`src/hdl/crbc_pkg.sv`:
```
`default_nettype none
package crbc_pkg;
    // ====================================================
    // register map (byte addresses, one 32-bit word each)
    localparam int unsigned CRBC_AW = 4;
    localparam logic [3:0] CRBC_ADDR_CTL = 4'h0;
    localparam logic [3:0] CRBC_ADDR_STAT = 4'h4;
    localparam logic [3:0] CRBC_ADDR_MASK = 4'h8;
    localparam logic [3:0] CRBC_ADDR_COUNT = 4'hc;
    // ====================================================
    // control register layout
    localparam int unsigned CRBC_BIT_FULL = 7;
    localparam int unsigned CRBC_MODE_HI = 6;
    localparam int unsigned CRBC_MODE_LO = 5;
    localparam int unsigned CRBC_BIT_UNUSED = 4;
    localparam int unsigned CRBC_BIT_RTR = 3;
    localparam int unsigned CRBC_HIT_HI = 2;
    localparam logic [7:0] CRBC_CTL_RESET = 8'h00;
    // ====================================================
    // accept modes and filter codes
    typedef logic [1:0] crbc_mode_t;
    localparam crbc_mode_t CRBC_MODE_ALL_VALID = 2'h0;
    localparam crbc_mode_t CRBC_MODE_STD_ONLY = 2'h1;
    localparam crbc_mode_t CRBC_MODE_EXT_ONLY = 2'h2;
    localparam crbc_mode_t CRBC_MODE_ANY = 2'h3;
    localparam logic [2:0] CRBC_HIT_FIRST_OWN = 3'h2;
    localparam logic [2:0] CRBC_HIT_LAST_OWN = 3'h5;
    // ====================================================
    // interrupt events
    localparam int unsigned CRBC_NEV = 2;
    localparam int unsigned CRBC_EV_STORED = 0;
    localparam int unsigned CRBC_EV_OVERRUN = 1;
    localparam logic [1:0] CRBC_EV_RESET = 2'h0;
    localparam logic [7:0] CRBC_COUNT_RESET = 8'h00;
    // ====================================================
    typedef struct packed {
        logic done;
        logic err;
        logic ext;
        logic rtr;
        logic [2:0] filter;
        logic redirect;
    } crbc_frame_s;
    typedef struct packed {
        logic full;
        crbc_mode_t mode;
        logic rtr;
        logic [2:0] hit;
    } crbc_ctl_s;
    typedef struct packed {
        crbc_ctl_s ctl;
        logic [1:0] stat;
        logic [1:0] mask;
        logic [7:0] count;
        logic ack;
        logic [31:0] rdata;
    } crbc_state_s;
    function automatic logic crbc_hit_addr(input logic [3:0] adr, input logic [3:0] reg_adr);
        return adr == reg_adr;
    endfunction
endpackage
`default_nettype wire

```
`src/hdl/crbc_accept.sv`:
```
`default_nettype none
module crbc_accept
    import crbc_pkg::*;
(
    input wire crbc_frame_s frame_i,
    input wire crbc_mode_t mode_i,
    input wire logic full_i,
    input wire logic hit_valid_i,
    output logic store_o,
    output logic overrun_o
);
    logic wanted;
    always_comb begin
        case (mode_i)
            CRBC_MODE_ANY: wanted = 1'b1;
            CRBC_MODE_EXT_ONLY: wanted = !frame_i.err && frame_i.ext;
            CRBC_MODE_STD_ONLY: wanted = !frame_i.err && !frame_i.ext;
            CRBC_MODE_ALL_VALID: wanted = !frame_i.err;
            default: wanted = 1'b0;
        endcase
    end
    // a full buffer keeps its message; the newcomer is lost and flagged
    assign store_o = frame_i.done && hit_valid_i && wanted && !full_i;
    assign overrun_o = frame_i.done && hit_valid_i && wanted && full_i;
endmodule // crbc_accept
`default_nettype wire

```
`src/hdl/crbc_hit_encode.sv`:
```
`default_nettype none
module crbc_hit_encode
    import crbc_pkg::*;
(
    input wire logic [2:0] filter_i,
    input wire logic redirect_i,
    input wire logic dben_i,
    output logic [2:0] code_o,
    output logic valid_o
);
    // codes 0 and 1 belong to buffer zero unless it spilled over here
    always_comb begin
        code_o = filter_i;
        if (filter_i >= CRBC_HIT_FIRST_OWN && filter_i <= CRBC_HIT_LAST_OWN) begin
            valid_o = 1'b1;
        end else if (filter_i < CRBC_HIT_FIRST_OWN) begin
            valid_o = redirect_i && dben_i;
        end else begin
            valid_o = 1'b0;
        end
    end
endmodule // crbc_hit_encode
`default_nettype wire

```
`src/hdl/crbc_top.sv`:
```
`default_nettype none
module crbc_top
    import crbc_pkg::*;
(
    input wire logic clk_i,
    input wire logic rst_i,
    input wire logic wb_cyc_i,
    input wire logic wb_stb_i,
    input wire logic wb_we_i,
    input wire logic [CRBC_AW-1:0] wb_adr_i,
    input wire logic [3:0] wb_sel_i,
    input wire logic [31:0] wb_dat_i,
    output logic [31:0] wb_dat_o,
    output logic wb_ack_o,
    input wire crbc_frame_s frame_i,
    input wire logic dben_i,
    output logic store_o,
    output logic full_o,
    output logic irq_o
);
    // ====================================================
    // state
    crbc_state_s s_q;
    crbc_state_s s_d;

    logic [2:0] hit_code;
    logic hit_valid;
    logic store;
    logic overrun;
    logic req;
    logic wr_low;
    logic wr_ctl;
    logic wr_stat;
    logic wr_mask;
    logic [CRBC_NEV-1:0] events;
    logic [7:0] ctl_rd;

    // ====================================================
    // acceptance path
    crbc_hit_encode u_hit (
        .filter_i(frame_i.filter),
        .redirect_i(frame_i.redirect),
        .dben_i(dben_i),
        .code_o(hit_code),
        .valid_o(hit_valid)
    );

    crbc_accept u_accept (
        .frame_i(frame_i),
        .mode_i(s_q.ctl.mode),
        .full_i(s_q.ctl.full),
        .hit_valid_i(hit_valid),
        .store_o(store),
        .overrun_o(overrun)
    );

    // ====================================================
    // bus decode
    // one request per ack; the cycle in which ack is high blocks a double take
    assign req = wb_cyc_i && wb_stb_i && !s_q.ack;
    // every register is eight bits wide or less, so only lane 0 writes
    assign wr_low = req && wb_we_i && wb_sel_i[0];
    assign wr_ctl = wr_low && crbc_hit_addr(wb_adr_i, CRBC_ADDR_CTL);
    assign wr_stat = wr_low && crbc_hit_addr(wb_adr_i, CRBC_ADDR_STAT);
    assign wr_mask = wr_low && crbc_hit_addr(wb_adr_i, CRBC_ADDR_MASK);

    always_comb begin
        events = '0;
        events[CRBC_EV_STORED] = store;
        events[CRBC_EV_OVERRUN] = overrun;
    end

    always_comb begin
        ctl_rd = {s_q.ctl.full, s_q.ctl.mode, 1'b0, s_q.ctl.rtr, s_q.ctl.hit};
    end

    // ====================================================
    // next state
    always_comb begin
        s_d = s_q;
        s_d.ack = req;
        if (wr_ctl) begin
            s_d.ctl.mode = wb_dat_i[CRBC_MODE_HI:CRBC_MODE_LO];
            // only a written zero clears; hardware never lets go itself
            if (!wb_dat_i[CRBC_BIT_FULL]) begin
                s_d.ctl.full = 1'b0;
            end
        end
        // a message landing in the clearing cycle keeps the flag set
        if (store) begin
            s_d.ctl.full = 1'b1;
            s_d.ctl.rtr = frame_i.rtr;
            s_d.ctl.hit = hit_code;
            s_d.count = s_q.count + 8'h01;
        end
        if (wr_mask) begin
            s_d.mask = wb_dat_i[CRBC_NEV-1:0];
        end
        s_d.stat = s_q.stat;
        if (wr_stat) begin
            s_d.stat = s_q.stat & ~wb_dat_i[CRBC_NEV-1:0];
        end
        s_d.stat = s_d.stat | events;
        s_d.rdata = '0;
        if (req && !wb_we_i) begin
            case (wb_adr_i)
                CRBC_ADDR_CTL: s_d.rdata = {24'h000000, ctl_rd};
                CRBC_ADDR_STAT: s_d.rdata = {30'h0, s_q.stat};
                CRBC_ADDR_MASK: s_d.rdata = {30'h0, s_q.mask};
                CRBC_ADDR_COUNT: s_d.rdata = {24'h000000, s_q.count};
                default: s_d.rdata = '0;
            endcase
        end
    end

    always_ff @(posedge clk_i) begin
        if (rst_i) begin
            s_q.ctl <= crbc_ctl_s'({CRBC_CTL_RESET[7:5], CRBC_CTL_RESET[3:0]});
            s_q.stat <= CRBC_EV_RESET;
            s_q.mask <= CRBC_EV_RESET;
            s_q.count <= CRBC_COUNT_RESET;
            s_q.ack <= 1'b0;
            s_q.rdata <= '0;
        end else begin
            s_q <= s_d;
        end
    end

    // ====================================================
    // outputs
    assign wb_dat_o = s_q.rdata;
    assign wb_ack_o = s_q.ack;
    assign store_o = store;
    assign full_o = s_q.ctl.full;
    assign irq_o = |(s_q.stat & s_q.mask);

    logic past_valid_q;
    always_ff @(posedge clk_i) begin
        if (rst_i) begin
            past_valid_q <= 1'b0;
        end else begin
            past_valid_q <= 1'b1;
        end
    end

    crbc_mode_t wr_mode;
    assign wr_mode = wb_dat_i[CRBC_MODE_HI:CRBC_MODE_LO];
endmodule // crbc_top
`default_nettype wire

```
`config.mk`:
```
export PLATFORM = sky130hd
export DESIGN_NAME = crbc_top
export DESIGN_NICKNAME = d
export VERILOG_FILES = /design/src/hdl/crbc_pkg.sv /design/src/hdl/crbc_accept.sv /design/src/hdl/crbc_hit_encode.sv /design/src/hdl/crbc_top.sv
export SDC_FILE = /design/constraint.sdc
export NUM_CORES = 1
export LEC_CHECK = 0
export ABC_CLOCK_PERIOD_IN_PS = 2780
export BUFFER_PORTS_ARGS = -buffer_cell sky130_fd_sc_hd__clkbuf_2
export CORE_MARGIN = 5
export CORE_UTILIZATION = 48
export DETAILED_ROUTE_END_ITERATION = 10
export GPL_TIMING_DRIVEN = 0
export PLACE_DENSITY_LB_ADDON = 0.15
export SYNTH_ARGS = -nofsm -noshare
export SYNTH_HDL_FRONTEND = slang
export SYNTH_SLANG_ARGS = --single-unit
```
`constraint.sdc`:
```
create_clock -name clk_i -period 2.78 [get_ports clk_i]
set_input_delay 0.417 -clock clk_i [delete_from_list [all_inputs] [get_ports clk_i]]
set_output_delay 0.417 -clock clk_i [all_outputs]
set_load 0.005 [all_outputs]
```
==> flow_metrics.py, run 1 <==
metrics = {
    "status": {
        "status": "finished, final reports clean",
    },
    "cells_and_area": {
        "final_nets": 300,
        "utilization_pct": 60.52,
        "n_antenna_cell": 0,
        "area_growth_pct": 21.81,
        "drive_above_1_share_pct": 36.10,
    },
    "worst_hold_path": {
        "hold_depth": 3,
        "min_to": "ctl_rd[3]",
        "hp-class": "primary input to flip-flop",
        "hold_start": "frame_i[4]",
    },
    "synthesis": {
        "synth-seq-area-share_pct": 33.81,
        "async_reset_ff_share_pct": 0,
        "ys_ff_latch": 28,
        "syn_inst": 181,
        "synth_compound_gate_area_share_pct": 16.83,
        "yosysWarningCount": 0,
        "synth-simple-area-share_pct": 20.91,
        "syn-cell-area_um2": 1658,
        "synth_top_family_by_area": "simple AND/OR/NAND/NOR gates",
        "synthFlopType": "dfxtp_1",
        "synth.mux.area_fraction_pct": 6.189,
        "synth.distinct_cells": 45,
        "synth_fa_ha_area_share_pct": 3.019,
        "synth-xor-area-share_pct": 0.9811,
        "synth_edf_count": 0,
        "avgSynthCellArea_um2": 9.159,
    },
    "global_route": {
        "grt_usage_pct": 15.55,
        "grt-ovfl-total": 0,
        "first_global_vias": 1176,
        "antenna_found_initial": 0,
        "grt_max_degree": 17,
        "grt_first_pass_wirelength_um": 5513,
    },
    "drt": {
        "wl_um": 3543,
        "drt_first_pass_iters": 4,
        "vias": 1365,
        "drt_iter0_drc": 72,
        "avgRoutedWirePerCell_um": 12.34,
        "ant_nets": 0,
        "viasPerCell": 4.756,
        "drc": 0,
    },
    "placed_design": {
        "place_congestion": 0.8109,
        "place_ws_ps": 543.6,
        "dpl.hpwl_um": 2779,
        "portBuffers": 33,
    },
    "critical_path": {
        "reg2reg_slack_ps": 740,
        "r2r_start": "ctl_rd[5]",
        "critPathMaxFanout": 8,
        "max_stage_delay_ps": 480,
        "rr_worst_depth": 6,
        "r2r-end": "s_q[34]",
        "criticalPathCategory": "flip-flop to output port",
        "endpoint_kind": "output port",
        "cp.arrival_ps": 2170,
        "cp-start-kind": "flip-flop",
        "path_buf_inv": 2,
        "required_ps": 2360,
        "crit_family": "simple AND/OR/NAND/NOR gates",
        "cp_cell_sequence": "inv_1, ha_1, xor2_2, a221oi_4, nor3_1, clkbuf_2",
        "slowest_stage": "nor3_1",
    },
    "clocking": {
        "cts_tree": "built",
        "clock_path_buffers": 2,
        "post_cts_buffers": 0,
        "ctsRootBufferMaster": "clkbuf_4",
        "cts_buffers": 3,
        "clock_latency_ps": 330,
        "postCtsHoldBufs": 0,
        "htreeDepth": 1,
        "clock_sink_count": 28,
        "clkTransAtPathRegs_ps": 150,
        "cts_resized": 0,
    },
    "timing": {
        "drv_slew": 0,
        "worst_slack_ps": 192.3,
        "min_period_over_period_pct": 93.08,
        "rsz0062_at_grt": "false",
        "tns_ps": 0,
        "skew_ps": 2.110,
        "finalHoldViolCount": 0,
        "setup_viol": 0,
        "slew_headroom_pct": 64.60,
        "fin_crit_ps": 2588,
        "worst_pin_slew_ps": 526.9,
        "max_freq_ghz": 0.3864,
    },
    "floorplanning": {
        "core_um2": 3337,
        "ios": 90,
        "initial_utilization_pct": 49.68,
        "dieArea_um2": 4729,
        "dieWidth_um": 68.77,
        "fp.dieH_um": 68.77,
        "rows": 21,
    },
    "pwr": {
        "combPwrFrac_pct": 14.7,
        "total_power_uw": 802.6,
        "power_leakage_uw": 0.0009237,
        "pwr-share-clk_pct": 33.6,
        "p_switching_uw": 191.6,
        "powerDensity_nw_per_um2": 397.4,
        "vdd_drop_max_uv": 191.2,
        "swShare_pct": 23.88,
        "internal_power_uw": 610.9,
        "seqPwrFrac_pct": 51.8,
    },
    "flow_run": {
        "cap_violations": 0,
    },
}
-- kinds of logic after synthesis --
family,Yosys count
flops,28
simple gates,58
fa+ha+maj,4
mux,10
other cells,1
buf+inv,45
compound gates,34
xor+xnor,1
-- area by class of cell --
class,count,area [um2]
Clock buffer,3,22.52
Clock inverter,1,30.03
Sequential cell,28,560.5
Tap cell,46,57.56
Multi-Input combinational cell,131,884.6
Buffer,40,280.3
Fill cell,321,1318
Timing Repair Buffer,33,165.2
Inverter,5,18.77
-- stage by stage --
stage / hold slack (ps) / instances / area, um2
2_1_floorplan: 448.0 / 204 / 1744
3_3_place_gp: 461.7 / 283 / 1967
3_5_place_dp: 464.4 / 283 / 1967
4_1_cts: 298.5 / 287 / 2019
5_1_grt: 290.6 / 287 / 2019
6_report: 301.2 / 287 / 2019
-- synthesized netlist by cell type, types with 3 or more instances --
| cell type | instances | area share (%) |
|---|---|---|
| and3_1 | 3 | 1.1 |
| nor2_1 | 18 | 4.1 |
| mux2i_1 | 8 | 4.8 |
| o21ai_0 | 4 | 1.2 |
| nand4b_1 | 3 | 1.6 |
| a31o_2 | 3 | 1.6 |
| o31ai_1 | 3 | 1.4 |
| nor2b_1 | 3 | 1.1 |
| buf_4 | 32 | 14 |
| clkbuf_1 | 5 | 1.1 |
| nand3_1 | 6 | 1.8 |
| nand2_1 | 9 | 2.0 |
| ha_1 | 4 | 3.0 |
| a22oi_1 | 5 | 2.3 |
| a21oi_1 | 5 | 1.5 |
| inv_1 | 5 | 1.1 |
| dfxtp_1 | 28 | 34 |
-- how the worst max path moves through the flow --
stage / end / slack, ps / depth (start not counted) / start
after global routing: store_o / 20 / 6 / ctl_rd[6]
final: store_o / 190 / 6 / ctl_rd[6]
after detailed placement: store_o / 540 / 6 / ctl_rd[6]
after floorplan: store_o / 980 / 5 / ctl_rd[5]
after global placement: store_o / 570 / 6 / ctl_rd[6]
after CTS: store_o / 150 / 6 / ctl_rd[6]
-- worst min-delay path, delay by kind of cell --
kind / cells / cell delay [ps]
buffers and inverters: 1 / 80
AND/OR/NAND/NOR: 1 / 60
AO/OA/AOI/OAI: 1 / 50
-- metal layers --
layer | wire, um | vias up | track usage [%] | share of wire, %
met3 | 245 | 5 | 0.9724 | 6.9
li1 | - | 713 | - | -
met5 | 0 | - | 0 | 0
met2 | 1686 | 53 | 25.63 | 48
met1 | 1550 | 594 | 20.97 | 44
met4 | 61 | 0 | 6.569 | 1.7
-- cell usage in the layout (no fill, tap or decap), types with 6 or more instances in the layout --
cell type / instances
buf_4: 32
clkbuf_2: 33
conb_1: 24
dfxtp_1: 28
mux2i_1: 8
nand2_1: 9
nand3_1: 6
nor2_1: 18
-- flip-flops by register name (all words and copies together), names as in the netlist --
register  count
full_o        1
s_q          12
wb_dat_o      8
ctl_rd        6
wb_ack_o      1
-- power groups by stage --
| stage | clock network, uW | logic, uW | registers [uW] |
|---|---|---|---|
| 5_1_grt | 293 | 130 | 417 |
| 4_1_cts | 271 | 116 | 415 |
| 6_report | 269 | 118 | 415 |
| 3_3_place_gp | 0 | 115 | 424 |
| 3_5_place_dp | 0 | 116 | 424 |
| 2_1_floorplan | 0 | 83.8 | 422 |
No activity file was read; power rests on OpenSTA's default activity.
==> run 2, diff against run 1 <==
- CORE_MARGIN: 5 -> unset
- MAX_ROUTING_LAYER: unset -> met4
==> flow_metrics.py, run 2 (synthesized netlist as in run 1, its figures left out) <==
metrics = {
    "status": {
        "status": "finished, final reports clean",
    },
    "clocking": {
        "ctsRootBufferMaster": "clkbuf_4",
        "clock_latency_ps": 330,
        "clock_path_buffers": 2,
        "cts_buffers": 3,
        "htreeDepth": 1,
        "cts_resized": 0,
        "post_cts_buffers": 0,
        "cts_tree": "built",
        "clock_sink_count": 28,
        "postCtsHoldBufs": 0,
        "clkTransAtPathRegs_ps": 150,
    },
    "floorplanning": {
        "initial_utilization_pct": 52.58,
        "core_um2": 3153,
        "rows": 20,
        "dieWidth_um": 60.77,
        "ios": 90,
        "dieArea_um2": 3693,
        "fp.dieH_um": 60.77,
    },
    "critical_path": {
        "crit_family": "flip-flops",
        "required_ps": 2360,
        "r2r_start": "ctl_rd[6]",
        "cp-start-kind": "flip-flop",
        "criticalPathCategory": "flip-flop to output port",
        "rr_worst_depth": 6,
        "crit_path_start": "ctl_rd[6]",
        "slowest_stage": "dfxtp_1",
        "cp_cell_sequence": "inv_1, ha_1, xor2_2, a221oi_4, nor3_1, clkbuf_2",
        "cp.depth": 6,
        "path_buf_inv": 2,
        "critPathMaxFanout": 8,
        "cp.arrival_ps": 2170,
        "max_stage_delay_ps": 470,
        "endpoint_kind": "output port",
    },
    "cells_and_area": {
        "mostFrequentLayoutCells": "clkbuf_2, buf_4, dfxtp_1",
        "multi_input_area_um2": 884.6,
        "largest_register_ffs": 12,
        "regMostFlops": "s_q",
        "area_growth_pct": 21.66,
        "final_common_cell": "clkbuf_2",
        "register_area_um2": 560.5,
        "fillers": 295,
        "n_antenna_cell": 0,
        "drive_above_1_share_pct": 36.10,
        "final_nets": 300,
    },
    "drt": {
        "drt_iter0_drc": 38,
        "drc": 0,
        "avgRoutedWirePerCell_um": 11.84,
        "wl_um": 3375,
        "vias": 1414,
        "drt_first_pass_iters": 4,
        "ant_nets": 0,
        "viasPerCell": 4.961,
    },
    "global_route": {
        "first_global_vias": 1264,
        "grt_first_pass_wirelength_um": 5609,
        "antenna_found_initial": 0,
        "grt_usage_pct": 20.98,
        "grt_max_degree": 17,
        "grt-ovfl-total": 0,
    },
    "timing": {
        "skew_ps": 4.564,
        "max_freq_ghz": 0.3867,
        "setup_viol": 0,
        "tns_ps": 0,
        "slew_headroom_pct": 66.13,
        "drv_slew": 0,
        "rsz0062_at_grt": "false",
        "min_period_over_period_pct": 93.01,
        "worst_pin_slew_ps": 504.2,
        "finalHoldViolCount": 0,
        "fin_crit_ps": 2586,
    },
    "pwr": {
        "powerDensity_nw_per_um2": 397.6,
        "internal_power_uw": 610.8,
        "pwr-share-clk_pct": 33.4,
        "combPwrFrac_pct": 14.8,
        "swShare_pct": 23.83,
        "seqPwrFrac_pct": 51.8,
        "total_power_uw": 801.9,
        "vdd_drop_max_uv": 278.6,
        "power_leakage_uw": 0.0009237,
        "p_switching_uw": 191.1,
    },
    "worst_hold_path": {
        "hp-class": "primary input to flip-flop",
        "hold_depth": 2,
        "hold_start": "frame_i[1]",
    },
    "flow_run": {
        "cap_violations": 0,
    },
    "placed_design": {
        "portBuffers": 33,
        "dpl.hpwl_um": 2581,
        "place_congestion": 0.8410,
    },
}
run 2: cell counts in the layout (fill, tap and decap cells not counted):
No cell type changed its count.
run 2: through the flow:
step | area, um2 | setup slack [ps] | hold slack, ps | utilization [%] | instances
floorplan | 1744 | 977.7 | 448.0 | - | 204
global placement | 1964 | 569.5 | 461.6 | 62.30 | 281
detailed placement | 1964 | 567.6 | 464.8 | 62.30 | 281
CTS | 2017 | 177.2 | 308.1 | 63.97 | 285
global route | 2017 | 12.91 | 295.6 | 63.97 | 285
finish | 2017 | 194.3 | 307.3 | 63.97 | 285
run 2: final timing paths:
kind | endpoint | slack, ps
hold / removal | ctl_rd[0] | 310
setup / recovery | store_o | 190
hold reg to reg | ctl_rd[3] | 480
setup reg to reg | s_q[34] | 740
run 2: power by group through the flow:
stage          Clock (uW)  Combinational [uW]  Sequential, uW
3_3_place_gp            0                 114             424
4_1_cts               270                 116             415
3_5_place_dp            0                 115             424
5_1_grt               286                 131             416
6_report              268                 118             415
2_1_floorplan           0                83.8             422
run 2: final cells by class:
| type | instances | area share (%) |
|---|---|---|
| multi-input combinational | 131 | 43.86 |
| sequential | 28 | 27.79 |
| buffer | 40 | 13.90 |
| timing repair buffer | 33 | 8.189 |
| tap | 44 | 2.730 |
| clock inverter | 1 | 1.489 |
| clock buffer | 3 | 1.117 |
| inverter | 5 | 0.9305 |
run 2: layer usage:
metal | vias to the layer above | global-route usage, % | wire length [um]
met3 | 2 | 1.919 | 241
li1 | 711 | - | -
met4 | 0 | 5.844 | 27
met5 | - | - | 0
met1 | 635 | 27.36 | 1492
met2 | 66 | 34.69 | 1614
run 2: worst register-to-register path, delay by kind of cell, from the launching register on:
kind	cells	cell delay, ps
DFF	1	470
adders and majority gates	1	270
buffers and inverters	1	100
AOI/OAI and AO/OA	2	730
and+or+nand+nor	2	380
